`src/hw/gcs_pkg.sv`:
```
package gcs_pkg;
    // Register addresses, as carried in the 7-bit address of a serial access
    localparam logic [6:0] ADDR_CONFIG  = 7'h00;
    localparam logic [6:0] ADDR_STATUS  = 7'h01;
    localparam logic [6:0] ADDR_WRCOUNT = 7'h02;
    localparam logic [6:0] ADDR_NODE    = 7'h03;
    localparam logic [6:0] ADDR_PINS    = 7'h04;
    localparam logic [6:0] ADDR_COMPARE = 7'h05;

    // Global configuration field positions
    localparam int CFG_DIAG_A_PP   = 12;
    localparam int CFG_DIAG_B_PP   = 13;
    localparam int CFG_SMALL_HYST  = 14;
    localparam int CFG_STOP_EN     = 15;
    localparam int CFG_DIRECT      = 16;
    localparam int CFG_TEST        = 17;
    localparam int CFG_LOW_IMPL    = 12;
    localparam int CFG_WIDTH       = 18;
    localparam logic [5:0] CFG_RESET = 6'h00;

    // Status field positions
    localparam int ST_RESET = 0;
    localparam int ST_DRV_ERR = 1;
    localparam int ST_PUMP_UV = 2;
    localparam logic [2:0] STATUS_RESET = 3'h1;

    // Node configuration fields
    localparam int NODE_ADDR_LSB  = 0;
    localparam int NODE_DELAY_LSB = 8;
    localparam logic [11:0] NODE_RESET = 12'h000;
    localparam logic [7:0] NODE_ADDR_MAX = 8'hfd;
    localparam logic [6:0] DELAY_RESET = 7'h08;

    // Pin state layout
    localparam int PIN_COUNT   = 8;
    localparam int PIN_EXT_STEP = 6;
    localparam int PIN_COMP     = 7;
    localparam int VERSION_LSB  = 24;
    localparam logic [7:0] VERSION_DEFAULT = 8'h2a;

    // Synchronised inputs: 8 pins, overtemp, short, pump undervoltage, next address
    localparam int SYNC_OT      = 8;
    localparam int SYNC_SHORT   = 9;
    localparam int SYNC_UV      = 10;
    localparam int SYNC_NEXT    = 11;
    localparam int SYNC_WIDTH   = 12;

    localparam logic [0:0] POLARITY_RESET = 1'h1;

    // Direct coil-current fields
    localparam int COIL_A_LSB = 0;
    localparam int COIL_B_LSB = 16;
    localparam int COIL_WIDTH = 9;
    localparam int CUR_SHIFT  = 5;
endpackage

```
`src/hw/sync_if.sv`:
```
`timescale 1ns/1ps
`default_nettype none
interface sync_if;
    logic [gcs_pkg::SYNC_WIDTH-1:0] raw;
    logic [gcs_pkg::SYNC_WIDTH-1:0] synced;
    modport sync (input raw, output synced);
    modport user (output raw, input synced);
endinterface
`default_nettype wire

```
`src/hw/general_config_status_regs.sv`:
```
`timescale 1ns/1ps
`default_nettype none
// Overview of operation
// - Config bit 12 picks first diagnostic drive
// - Config bit 13 picks second diagnostic drive
// - Hysteresis select: sixteenth or thirty-second
// - Stop enable plus encoder high halts sequencer
// - Direct mode: target gives signed coil currents
// - Direct currents scaled; velocity regulation off
// - Reset flag set after reset, read clears
// - Driver error sticky; clears only when gone
// - Pump undervoltage flagged; power stage held off
// - Counter counts good UART writes only
// - Node address, plus one with next-address while base is at most fd
// - Pin register reads live input levels
// - Bit six shows external step source
// - Bit seven shows diagnostic comparator
// - Top byte holds fixed version code
// - Polarity bit sets serial out in UART
// - Polarity bit resets to one
// - Position pulse high while positions equal
// - Global configuration read-write at zero
module general_config_status_regs #(
    parameter logic [7:0] VERSION_CODE = gcs_pkg::VERSION_DEFAULT // Arbitrary value
) (
    input  wire logic        clk,
    input  wire logic        rstn,
    input  wire logic [6:0]  regAddr,
    input  wire logic        regWrite,
    input  wire logic        regRead,
    input  wire logic [31:0] regWdata,
    output logic      [31:0] regRdata,
    input  wire logic        uartMode,
    input  wire logic        uartWriteOk,
    input  wire logic [7:0]  inputPins,
    input  wire logic        overTemp,
    input  wire logic        shortCircuit,
    input  wire logic        pumpUndervoltage,
    input  wire logic        addressIncrementIn,
    input  wire logic        diagAEvent,
    input  wire logic [31:0] actualPosition,
    input  wire logic [31:0] targetPosition,
    input  wire logic [4:0]  standstillCurrent,
    output logic             diagAPinOut,
    output logic             diagAPinOen,
    output logic             diagBPinOut,
    output logic             diagBPinOen,
    output logic             hystThirtySecond,
    output logic             sequencerHalt,
    output logic             directMode,
    output logic             velocityRegOff,
    output logic [8:0]       coilACurrent,
    output logic [8:0]       coilBCurrent,
    output logic             testOutEnable,
    output logic [1:0]       testSelect,
    output logic             powerStageEnable,
    output logic [7:0]       uartNodeAddress,
    output logic [6:0]       replyDelayBits,
    output logic             serialOutPin,
    output logic             positionPulse
);
    // ****************************************
    // Input synchronisation
    // ****************************************
    // Every pin and fault level is asynchronous, so all pass two flops here
    sync_if syncBus ();

    assign syncBus.raw = {addressIncrementIn, pumpUndervoltage, shortCircuit, overTemp, inputPins};

    pin_sync u_sync (
        .clk  (clk),
        .rstn (rstn),
        .pins (syncBus.sync)
    );

    wire logic [7:0] pinLevels = syncBus.synced[gcs_pkg::PIN_COUNT-1:0];
    wire logic       drvFault  = syncBus.synced[gcs_pkg::SYNC_OT] | syncBus.synced[gcs_pkg::SYNC_SHORT];
    wire logic       pumpLow   = syncBus.synced[gcs_pkg::SYNC_UV];
    wire logic       address_increment_in  = syncBus.synced[gcs_pkg::SYNC_NEXT];
    wire logic       encAHigh  = pinLevels[3];

    // ****************************************
    // Register state
    // ****************************************
    logic [5:0]  configHigh_reg;
    logic [2:0]  status_reg;
    logic [2:0]  status_next;
    logic [7:0]  wrCount_reg;
    logic [11:0] node_reg;
    logic [0:0]  polarity_reg;
    logic [31:0] compare_reg;

    // ****************************************
    // Address decode
    // ****************************************
    wire logic hitConfig  = regAddr == gcs_pkg::ADDR_CONFIG;
    wire logic hitStatus  = regAddr == gcs_pkg::ADDR_STATUS;
    wire logic hitCount   = regAddr == gcs_pkg::ADDR_WRCOUNT;
    wire logic hitPins    = regAddr == gcs_pkg::ADDR_PINS;
    wire logic wrConfig   = regWrite & hitConfig;
    wire logic wrNode     = regWrite & (regAddr == gcs_pkg::ADDR_NODE);
    wire logic wrPolarity = regWrite & hitPins;
    wire logic wrCompare  = regWrite & (regAddr == gcs_pkg::ADDR_COMPARE);
    wire logic rdStatus   = regRead & hitStatus;

    wire logic [31:0] cfgView   = {14'h0000, configHigh_reg, 12'h000};
    wire logic [31:0] statView  = {29'h00000000, status_reg};
    wire logic [31:0] countView = {24'h000000, wrCount_reg};
    wire logic [31:0] pinsView  = {VERSION_CODE, 16'h0000, pinLevels};

    // Write-only registers read as zero
    wire logic [31:0] readMux = hitConfig ? cfgView :
                                hitStatus ? statView :
                                hitCount  ? countView :
                                hitPins   ? pinsView : 32'h00000000;

    // ****************************************
    // Read port
    // ****************************************
    // Data holds until the next read, so a slow host may sample late
    always_ff @(posedge clk or negedge rstn) begin
        if (!rstn) begin
            regRdata <= 32'h00000000;
        end else if (regRead) begin
            regRdata <= readMux;
        end
    end

    // ****************************************
    // Global configuration
    // ****************************************
    // Only bits 17 to 12 are stored; the lower flags belong to other blocks
    always_ff @(posedge clk or negedge rstn) begin
        if (!rstn) begin
            configHigh_reg <= gcs_pkg::CFG_RESET;
        end else if (wrConfig) begin
            configHigh_reg <= regWdata[gcs_pkg::CFG_WIDTH-1:gcs_pkg::CFG_LOW_IMPL];
        end
    end

    wire logic cfgDiagAPp  = configHigh_reg[gcs_pkg::CFG_DIAG_A_PP - gcs_pkg::CFG_LOW_IMPL];
    wire logic cfgDiagBPp  = configHigh_reg[gcs_pkg::CFG_DIAG_B_PP - gcs_pkg::CFG_LOW_IMPL];
    wire logic cfgSmallHys = configHigh_reg[gcs_pkg::CFG_SMALL_HYST - gcs_pkg::CFG_LOW_IMPL];
    wire logic cfgStopEn   = configHigh_reg[gcs_pkg::CFG_STOP_EN - gcs_pkg::CFG_LOW_IMPL];
    wire logic cfgDirect   = configHigh_reg[gcs_pkg::CFG_DIRECT - gcs_pkg::CFG_LOW_IMPL];
    wire logic cfgTest     = configHigh_reg[gcs_pkg::CFG_TEST - gcs_pkg::CFG_LOW_IMPL];

    // ****************************************
    // Global status flags
    // ****************************************
    // Hardware set wins over the read clear in the same cycle
    always_comb begin
        status_next = status_reg;
        if (rdStatus) begin
            status_next[gcs_pkg::ST_RESET] = 1'b0;
            if (!drvFault) begin
                status_next[gcs_pkg::ST_DRV_ERR] = 1'b0;
            end
            status_next[gcs_pkg::ST_PUMP_UV] = 1'b0;
        end
        if (drvFault) begin
            status_next[gcs_pkg::ST_DRV_ERR] = 1'b1;
        end
        if (pumpLow) begin
            status_next[gcs_pkg::ST_PUMP_UV] = 1'b1;
        end
    end

    always_ff @(posedge clk or negedge rstn) begin
        if (!rstn) begin
            status_reg <= gcs_pkg::STATUS_RESET;
        end else begin
            status_reg <= status_next;
        end
    end

    // ****************************************
    // UART write counter
    // ****************************************
    // Wraps at 255; software compares differences
    always_ff @(posedge clk or negedge rstn) begin
        if (!rstn) begin
            wrCount_reg <= 8'h00;
        end else if (uartWriteOk && uartMode) begin
            wrCount_reg <= wrCount_reg + 8'h01;
        end
    end

    // ****************************************
    // Node configuration
    // ****************************************
    always_ff @(posedge clk or negedge rstn) begin
        if (!rstn) begin
            node_reg <= gcs_pkg::NODE_RESET;
        end else if (wrNode) begin
            node_reg <= regWdata[11:0];
        end
    end

    wire logic [7:0] nodeBase  = node_reg[gcs_pkg::NODE_DELAY_LSB-1:gcs_pkg::NODE_ADDR_LSB];
    wire logic [3:0] delayCode = node_reg[11:gcs_pkg::NODE_DELAY_LSB];
    // Base above the top legal value is not incremented, so no wrap to zero
    wire logic       canInc    = address_increment_in && (nodeBase <= gcs_pkg::NODE_ADDR_MAX);
    wire logic [7:0] nodeEff   = canInc ? nodeBase + 8'h01 : nodeBase;
    // Odd multiplier from the upper code bits, times eight bit times
    wire logic [6:0] delayEff  = {delayCode[3:1], 1'b1, 3'h0};

    always_ff @(posedge clk or negedge rstn) begin
        if (!rstn) begin
            uartNodeAddress <= 8'h00;
            replyDelayBits  <= gcs_pkg::DELAY_RESET;
        end else begin
            uartNodeAddress <= nodeEff;
            replyDelayBits  <= delayEff;
        end
    end

    // ****************************************
    // Next-address output polarity
    // ****************************************
    // Idles high so a chained node is enabled right after reset
    always_ff @(posedge clk or negedge rstn) begin
        if (!rstn) begin
            polarity_reg <= gcs_pkg::POLARITY_RESET;
        end else if (wrPolarity) begin
            polarity_reg <= regWdata[0:0];
        end
    end

    always_ff @(posedge clk or negedge rstn) begin
        if (!rstn) begin
            serialOutPin <= 1'b1;
        end else begin
            serialOutPin <= uartMode ? polarity_reg[0] : 1'b0;
        end
    end

    // ****************************************
    // Position compare
    // ****************************************
    // Match is registered, as a wide compare would otherwise glitch the pin
    always_ff @(posedge clk or negedge rstn) begin
        if (!rstn) begin
            compare_reg <= 32'h00000000;
        end else if (wrCompare) begin
            compare_reg <= regWdata;
        end
    end

    wire logic posMatch = actualPosition == compare_reg;

    always_ff @(posedge clk or negedge rstn) begin
        if (!rstn) begin
            positionPulse <= 1'b0;
        end else begin
            positionPulse <= posMatch;
        end
    end

    // ****************************************
    // Diagnostic pin drive
    // ****************************************
    // Open collector: pull low when active, else release; push-pull drives level
    wire logic diagAOutN = cfgDiagAPp ? diagAEvent : 1'b0;
    wire logic diagAOeN  = cfgDiagAPp ? 1'b0 : ~diagAEvent;
    wire logic diagBOutN = cfgDiagBPp ? posMatch : 1'b0;
    wire logic diagBOeN  = cfgDiagBPp ? 1'b0 : ~posMatch;

    always_ff @(posedge clk or negedge rstn) begin
        if (!rstn) begin
            diagAPinOut <= 1'b0;
            diagAPinOen <= 1'b1;
            diagBPinOut <= 1'b0;
            diagBPinOen <= 1'b1;
        end else begin
            diagAPinOut <= diagAOutN;
            diagAPinOen <= diagAOeN;
            diagBPinOut <= diagBOutN;
            diagBPinOen <= diagBOeN;
        end
    end

    // ****************************************
    // Motion and current control outputs
    // ****************************************
    wire logic signed [8:0] coilARaw = targetPosition[gcs_pkg::COIL_A_LSB +: gcs_pkg::COIL_WIDTH];
    wire logic signed [8:0] coilBRaw = targetPosition[gcs_pkg::COIL_B_LSB +: gcs_pkg::COIL_WIDTH];
    wire logic        [5:0] scaleU   = {1'b0, standstillCurrent} + 6'h01;
    wire logic signed [6:0] scale    = {1'b0, scaleU};
    // Nine bits times at most 32 fits the 16-bit product
    // Full-scale standstill setting passes the programmed current unchanged
    wire logic signed [15:0] prodA   = coilARaw * scale;
    wire logic signed [15:0] prodB   = coilBRaw * scale;
    wire logic signed [15:0] shA     = prodA >>> gcs_pkg::CUR_SHIFT;
    wire logic signed [15:0] shB     = prodB >>> gcs_pkg::CUR_SHIFT;
    wire logic        [8:0] coilANx  = cfgDirect ? shA[8:0] : 9'h000;
    wire logic        [8:0] coilBNx  = cfgDirect ? shB[8:0] : 9'h000;

    always_ff @(posedge clk or negedge rstn) begin
        if (!rstn) begin
            coilACurrent <= 9'h000;
            coilBCurrent <= 9'h000;
            directMode   <= 1'b0;
            velocityRegOff <= 1'b0;
        end else begin
            coilACurrent <= coilANx;
            coilBCurrent <= coilBNx;
            directMode   <= cfgDirect;
            velocityRegOff <= cfgDirect;
        end
    end

    always_ff @(posedge clk or negedge rstn) begin
        if (!rstn) begin
            hystThirtySecond <= 1'b0;
            sequencerHalt    <= 1'b0;
            testOutEnable    <= 1'b0;
            testSelect       <= 2'h0;
        end else begin
            hystThirtySecond <= cfgSmallHys;
            sequencerHalt    <= cfgStopEn & encAHigh;
            // Test routing is only passed on; the host keeps it clear
            testOutEnable    <= cfgTest;
            testSelect       <= standstillCurrent[1:0];
        end
    end

    // ****************************************
    // Power stage enable
    // ****************************************
    // Follows the synchronised faults, so it drops three edges late at worst
    always_ff @(posedge clk or negedge rstn) begin
        if (!rstn) begin
            powerStageEnable <= 1'b0;
        end else begin
            powerStageEnable <= ~pumpLow & ~drvFault;
        end
    end
endmodule
`default_nettype wire

```
`src/hw/pin_sync.sv`:
```
`timescale 1ns/1ps
`default_nettype none
module pin_sync (
    input  wire logic clk,
    input  wire logic rstn,
    sync_if.sync      pins
);
    // ****************************************
    // Two-stage synchronisers
    // ****************************************
    genvar i;
    generate
        for (i = 0; i < gcs_pkg::SYNC_WIDTH; i = i + 1) begin : g_bit
            logic meta;
            logic stable;
            always_ff @(posedge clk or negedge rstn) begin
                if (!rstn) begin
                    meta   <= 1'b0;
                    stable <= 1'b0;
                end else begin
                    meta   <= pins.raw[i];
                    stable <= meta;
                end
            end
            assign pins.synced[i] = stable;
        end
    endgenerate
endmodule
`default_nettype wire

```
`config.mk`:
```
export PLATFORM = sky130hd
export DESIGN_NAME = general_config_status_regs
export DESIGN_NICKNAME = d
export VERILOG_FILES = /design/src/hw/gcs_pkg.sv /design/src/hw/sync_if.sv /design/src/hw/general_config_status_regs.sv /design/src/hw/pin_sync.sv
export SDC_FILE = /design/constraint.sdc
export NUM_CORES = 1
export LEC_CHECK = 0
export BUFFER_PORTS_ARGS = -buffer_cell sky130_fd_sc_hd__buf_2
export CAP_MARGIN = 20
export CORE_UTILIZATION = 55
export DETAILED_ROUTE_END_ITERATION = 10
export GPL_ROUTABILITY_DRIVEN = 0
export PLACE_DENSITY_LB_ADDON = 0.1
export SKIP_LAST_GASP = 1
export SYNTH_ARGS = -nofsm -noshare
export SYNTH_HDL_FRONTEND = slang
export SYNTH_HIERARCHICAL = 1
export SYNTH_SLANG_ARGS = --single-unit
```
`constraint.sdc`:
```
create_clock -name clk -period 2.13 [get_ports clk]
set_input_delay 0.426 -clock clk [delete_from_list [all_inputs] [get_ports clk]]
set_output_delay 0.426 -clock clk [all_outputs]
set_load 0.01 [all_outputs]
```
==> results.py <==
metrics = {
    "worst_setup_path": {
        "max_stage_delay_ns": 0.54,
        "path_class": "in -> reg",
        "path_cells": "buf_8 -> ha_4 -> xor2_4 -> buf_4 -> and2_4 -> fa_1 -> fa_1 -> fa_1 -> inv_1 -> fa_1 -> inv_2 -> ha_4 -> or4_4 -> nor2_4 -> o21bai_2 -> a211oi_2 -> nor3_2",
        "required_ns": 2.43,
        "worstPathArrival_ns": 4.44,
        "critical_path.most_common_cell": "fa_1",
        "end_kind": "register",
        "start_kind": "primary input",
        "critPathMaxFanout": 6,
        "crit_slowest_cell": "or4_4",
    },
    "finish": {
        "layout_common_cells": "buf_2 (168), dfrtp_1 (137), inv_1 (95), buf_4 (83), fa_1 (61)",
        "final_core_util_pct": 73.5,
        "drive_above_1_share_pct": 41.8,
        "seq_area_mm2": 0.00356,
        "final_nets": 1343,
        "fillCellCount": 1196,
        "syn_to_final_growth_pct": 31.1,
        "layout_commonest_cell": "buf_2",
        "largest_register_ff_count": 32,
        "diodes": 0,
        "multiInputGateArea_mm2": 0.00551,
    },
    "floorplan": {
        "core_mm2": 0.0165,
        "fp.dieW_um": 132,
        "start_util_pct": 56.1,
        "rows": 47,
        "io_pins": 206,
        "die_y_um": 132,
        "dieArea_mm2": 0.0174,
    },
    "hold_path": {
        "hold_class": "in -> reg",
    },
    "timing": {
        "max_freq_ghz": 0.242,
        "hold_violations": 0,
        "rsz0062_at_grt": "yes",
        "final.period_utilization_pct": 194,
        "finalMaxSlewViolations": 0,
        "finalWorstSetupSlack_ns": -2.01,
        "setup_viol_count_final": 18,
        "fin_setup_tns_ns": -31.35,
        "finalCriticalPeriod_ns": 4.14,
        "hold_ws_ns": 0.112,
        "max_slew_margin_pct": 63.0,
        "finClkSkew_ns": 0.00857,
        "worst_slew_pin_slew_ns": 0.556,
    },
    "route": {
        "first_iter_violations": 294,
        "first_pass_iters": 4,
        "wl_per_cell_um": 15.1,
        "drt-total-wl_um": 20000,
        "num_vias": 6622,
        "viasPerCell": 4.99,
        "drcViolationCount": 0,
        "final_antenna_net_count": 0,
    },
    "power_and_ir_drop": {
        "internal_power_w": 0.00730,
        "p_comb_share_pct": 43.1,
        "p_sw_share_pct": 33.2,
        "power_frac_clock_pct": 28.4,
        "power_density_mw_per_mm2": 899,
        "power_w": 0.0109,
        "peakVddDrop_mv": 0.634,
        "power_frac_seq_pct": 28.5,
        "p_switching_w": 0.00363,
        "power.leakage_nw": 6.23,
    },
    "clocking": {
        "cts_root_buf": "clkbuf_16",
        "numCtsBuffers": 17,
        "clk_path_buf_depth": 2,
        "cts_sinks": 142,
        "cts_max_level": 4,
        "cts_tree": "yes",
        "clk_pin_slew_ns": 0.06,
        "clk_latency_ns": 0.42,
    },
    "grt": {
        "grt_pass1_wl_um": 33600,
        "grt_usage_pct": 24.9,
        "grt_max_degree": 59,
        "overflow": 0,
        "grt_pass1_vias": 6997,
        "antenna_found_initial": 0,
    },
    "run_status": {
        "status": "finished with violations",
        "failed_checks": "negative setup slack",
    },
    "logic_synthesis": {
        "ys_ff_latch": 142,
        "synth_flop_cell": "dfrtp_1",
        "synthDistinctLibCells": 57,
        "synth_edf_count": 0,
        "yosysWarningCount": 6,
        "syn_inst": 836,
        "synthArstFlopShare_pct": 100,
        "netlist_area_mm2": 0.00927,
        "synth.avg_cell_area_um2": 11.1,
        "synth-seq-area-share_pct": 38.4,
    },
    "placed_design": {
        "portBuffers": 172,
        "dp_hpwl_um": 15400,
    },
    "job": {
        "drv_cap": 0,
    },
}
[area by class of cell]
cell class	instances	share of cell area, %
Inverter	108	3.34
Tap cell	220	2.27
Sequential cell	142	29.3
Clock inverter	13	1.46
Clock buffer	19	3.73
Multi-Input combinational cell	551	45.4
Timing Repair Buffer	275	14.5
[power groups by stage]
stage	Sequential (W)	Combinational, W	Clock, W
6_report	0.00311	0.00471	0.00311
5_1_grt	0.00315	0.00526	0.00328
4_1_cts	0.00312	0.00454	0.00317
3_5_place_dp	0.00316	0.00415	0
3_3_place_gp	0.00316	0.00404	0
2_1_floorplan	0.00317	0.00281	0
[kinds of logic (layout without fill, tap and decap cells)]
kind of cell | count (synthesis) | in the layout | share of synthesized area, %
AND/OR/NAND/NOR | 223 | 223 | 13.6
multiplexers | 51 | 51 | 6.20
XOR/XNOR | 72 | 72 | 6.81
flip-flops | 142 | 142 | 38.4
buffers and inverters | 160 | 415 | 7.95
other | 2 | 19 | 0.0810
AO/OA/AOI/OAI | 65 | 65 | 5.29
adder cells (fa/ha/maj) | 121 | 121 | 21.7
[path summary, 6_finish.rpt]
check,startpoint,to,slack (ns),depth (start not counted)
setup / recovery,standstillCurrent[0],coilBCurrent[7],-2.01,17
hold / removal,inputPins[0],u_sync/g_bit[0].meta,0.11,1
setup reg to reg,node_reg[1],uartNodeAddress[5],0.33,7
hold reg to reg,u_sync/g_bit[2].meta,u_sync/g_bit[2].stable,0.35,0
max in group asynchronous,rstn,serialOutPin,0.92,3
min in group asynchronous,rstn,regRdata[7],0.55,2
[synth_stat cells, types with 5 or more instances]
library cell	n	area, um2
dfrtp_1	137	3430
inv_1	107	402
fa_1	66	1320
and2_1	60	375
ha_1	55	688
mux2_2	50	563
nand2_1	42	158
xor2_1	41	359
buf_4	34	255
xnor2_1	31	272
nor2_1	27	101
nor2b_1	22	138
nor3_1	16	80.1
nand3_1	13	65.1
o22ai_1	13	81.3
clkbuf_1	11	41.3
nand2b_1	9	56.3
a21oi_1	8	40.0
a22oi_1	8	60.1
nor4_1	8	50.1
buf_2	7	35.0
and3_1	5	31.3
dfstp_2	5	131
nand4_1	5	31.3
o21ai_0	5	25.0
[metal layers]
metal  GRT usage [%]  vias to the layer above  part of all wire, %
met5               0                        -                    0
met4            6.52                        0                  1.5
met3            4.73                       19                  4.0
met2            44.4                      150                   52
met1            30.8                     3277                   43
li1                -                     3176                    -
[repair_timing]
action | CTS | global route
resized for setup | 56 | 29
hold buffers | 1 | 0
gates cloned | 1 | 0
buffers inserted | 11 | 7
endpoints found under the hold margin | 26 | 0
endpoints found under the setup margin | 18 | 18
pin swaps | 62 | 28
[stage by stage]
step                cell area (um2)  setup slack, ns  instances
floorplan                      9640            -2.36        853
CTS                           12000            -1.93       1325
finish                        12200            -2.01       1328
global placement              11100            -2.52       1280
detailed placement            11100            -2.63       1280
global route                  12200            -2.11       1328
[critical path: cells and delay by family]
family          cells  cell delay [ns]
fa+ha+maj           6             2.23
simple gates        4             0.89
compound gates      2             0.38
buf+inv             4             0.36
xor+xnor            1             0.18
(Power assumes the default switching activity.)
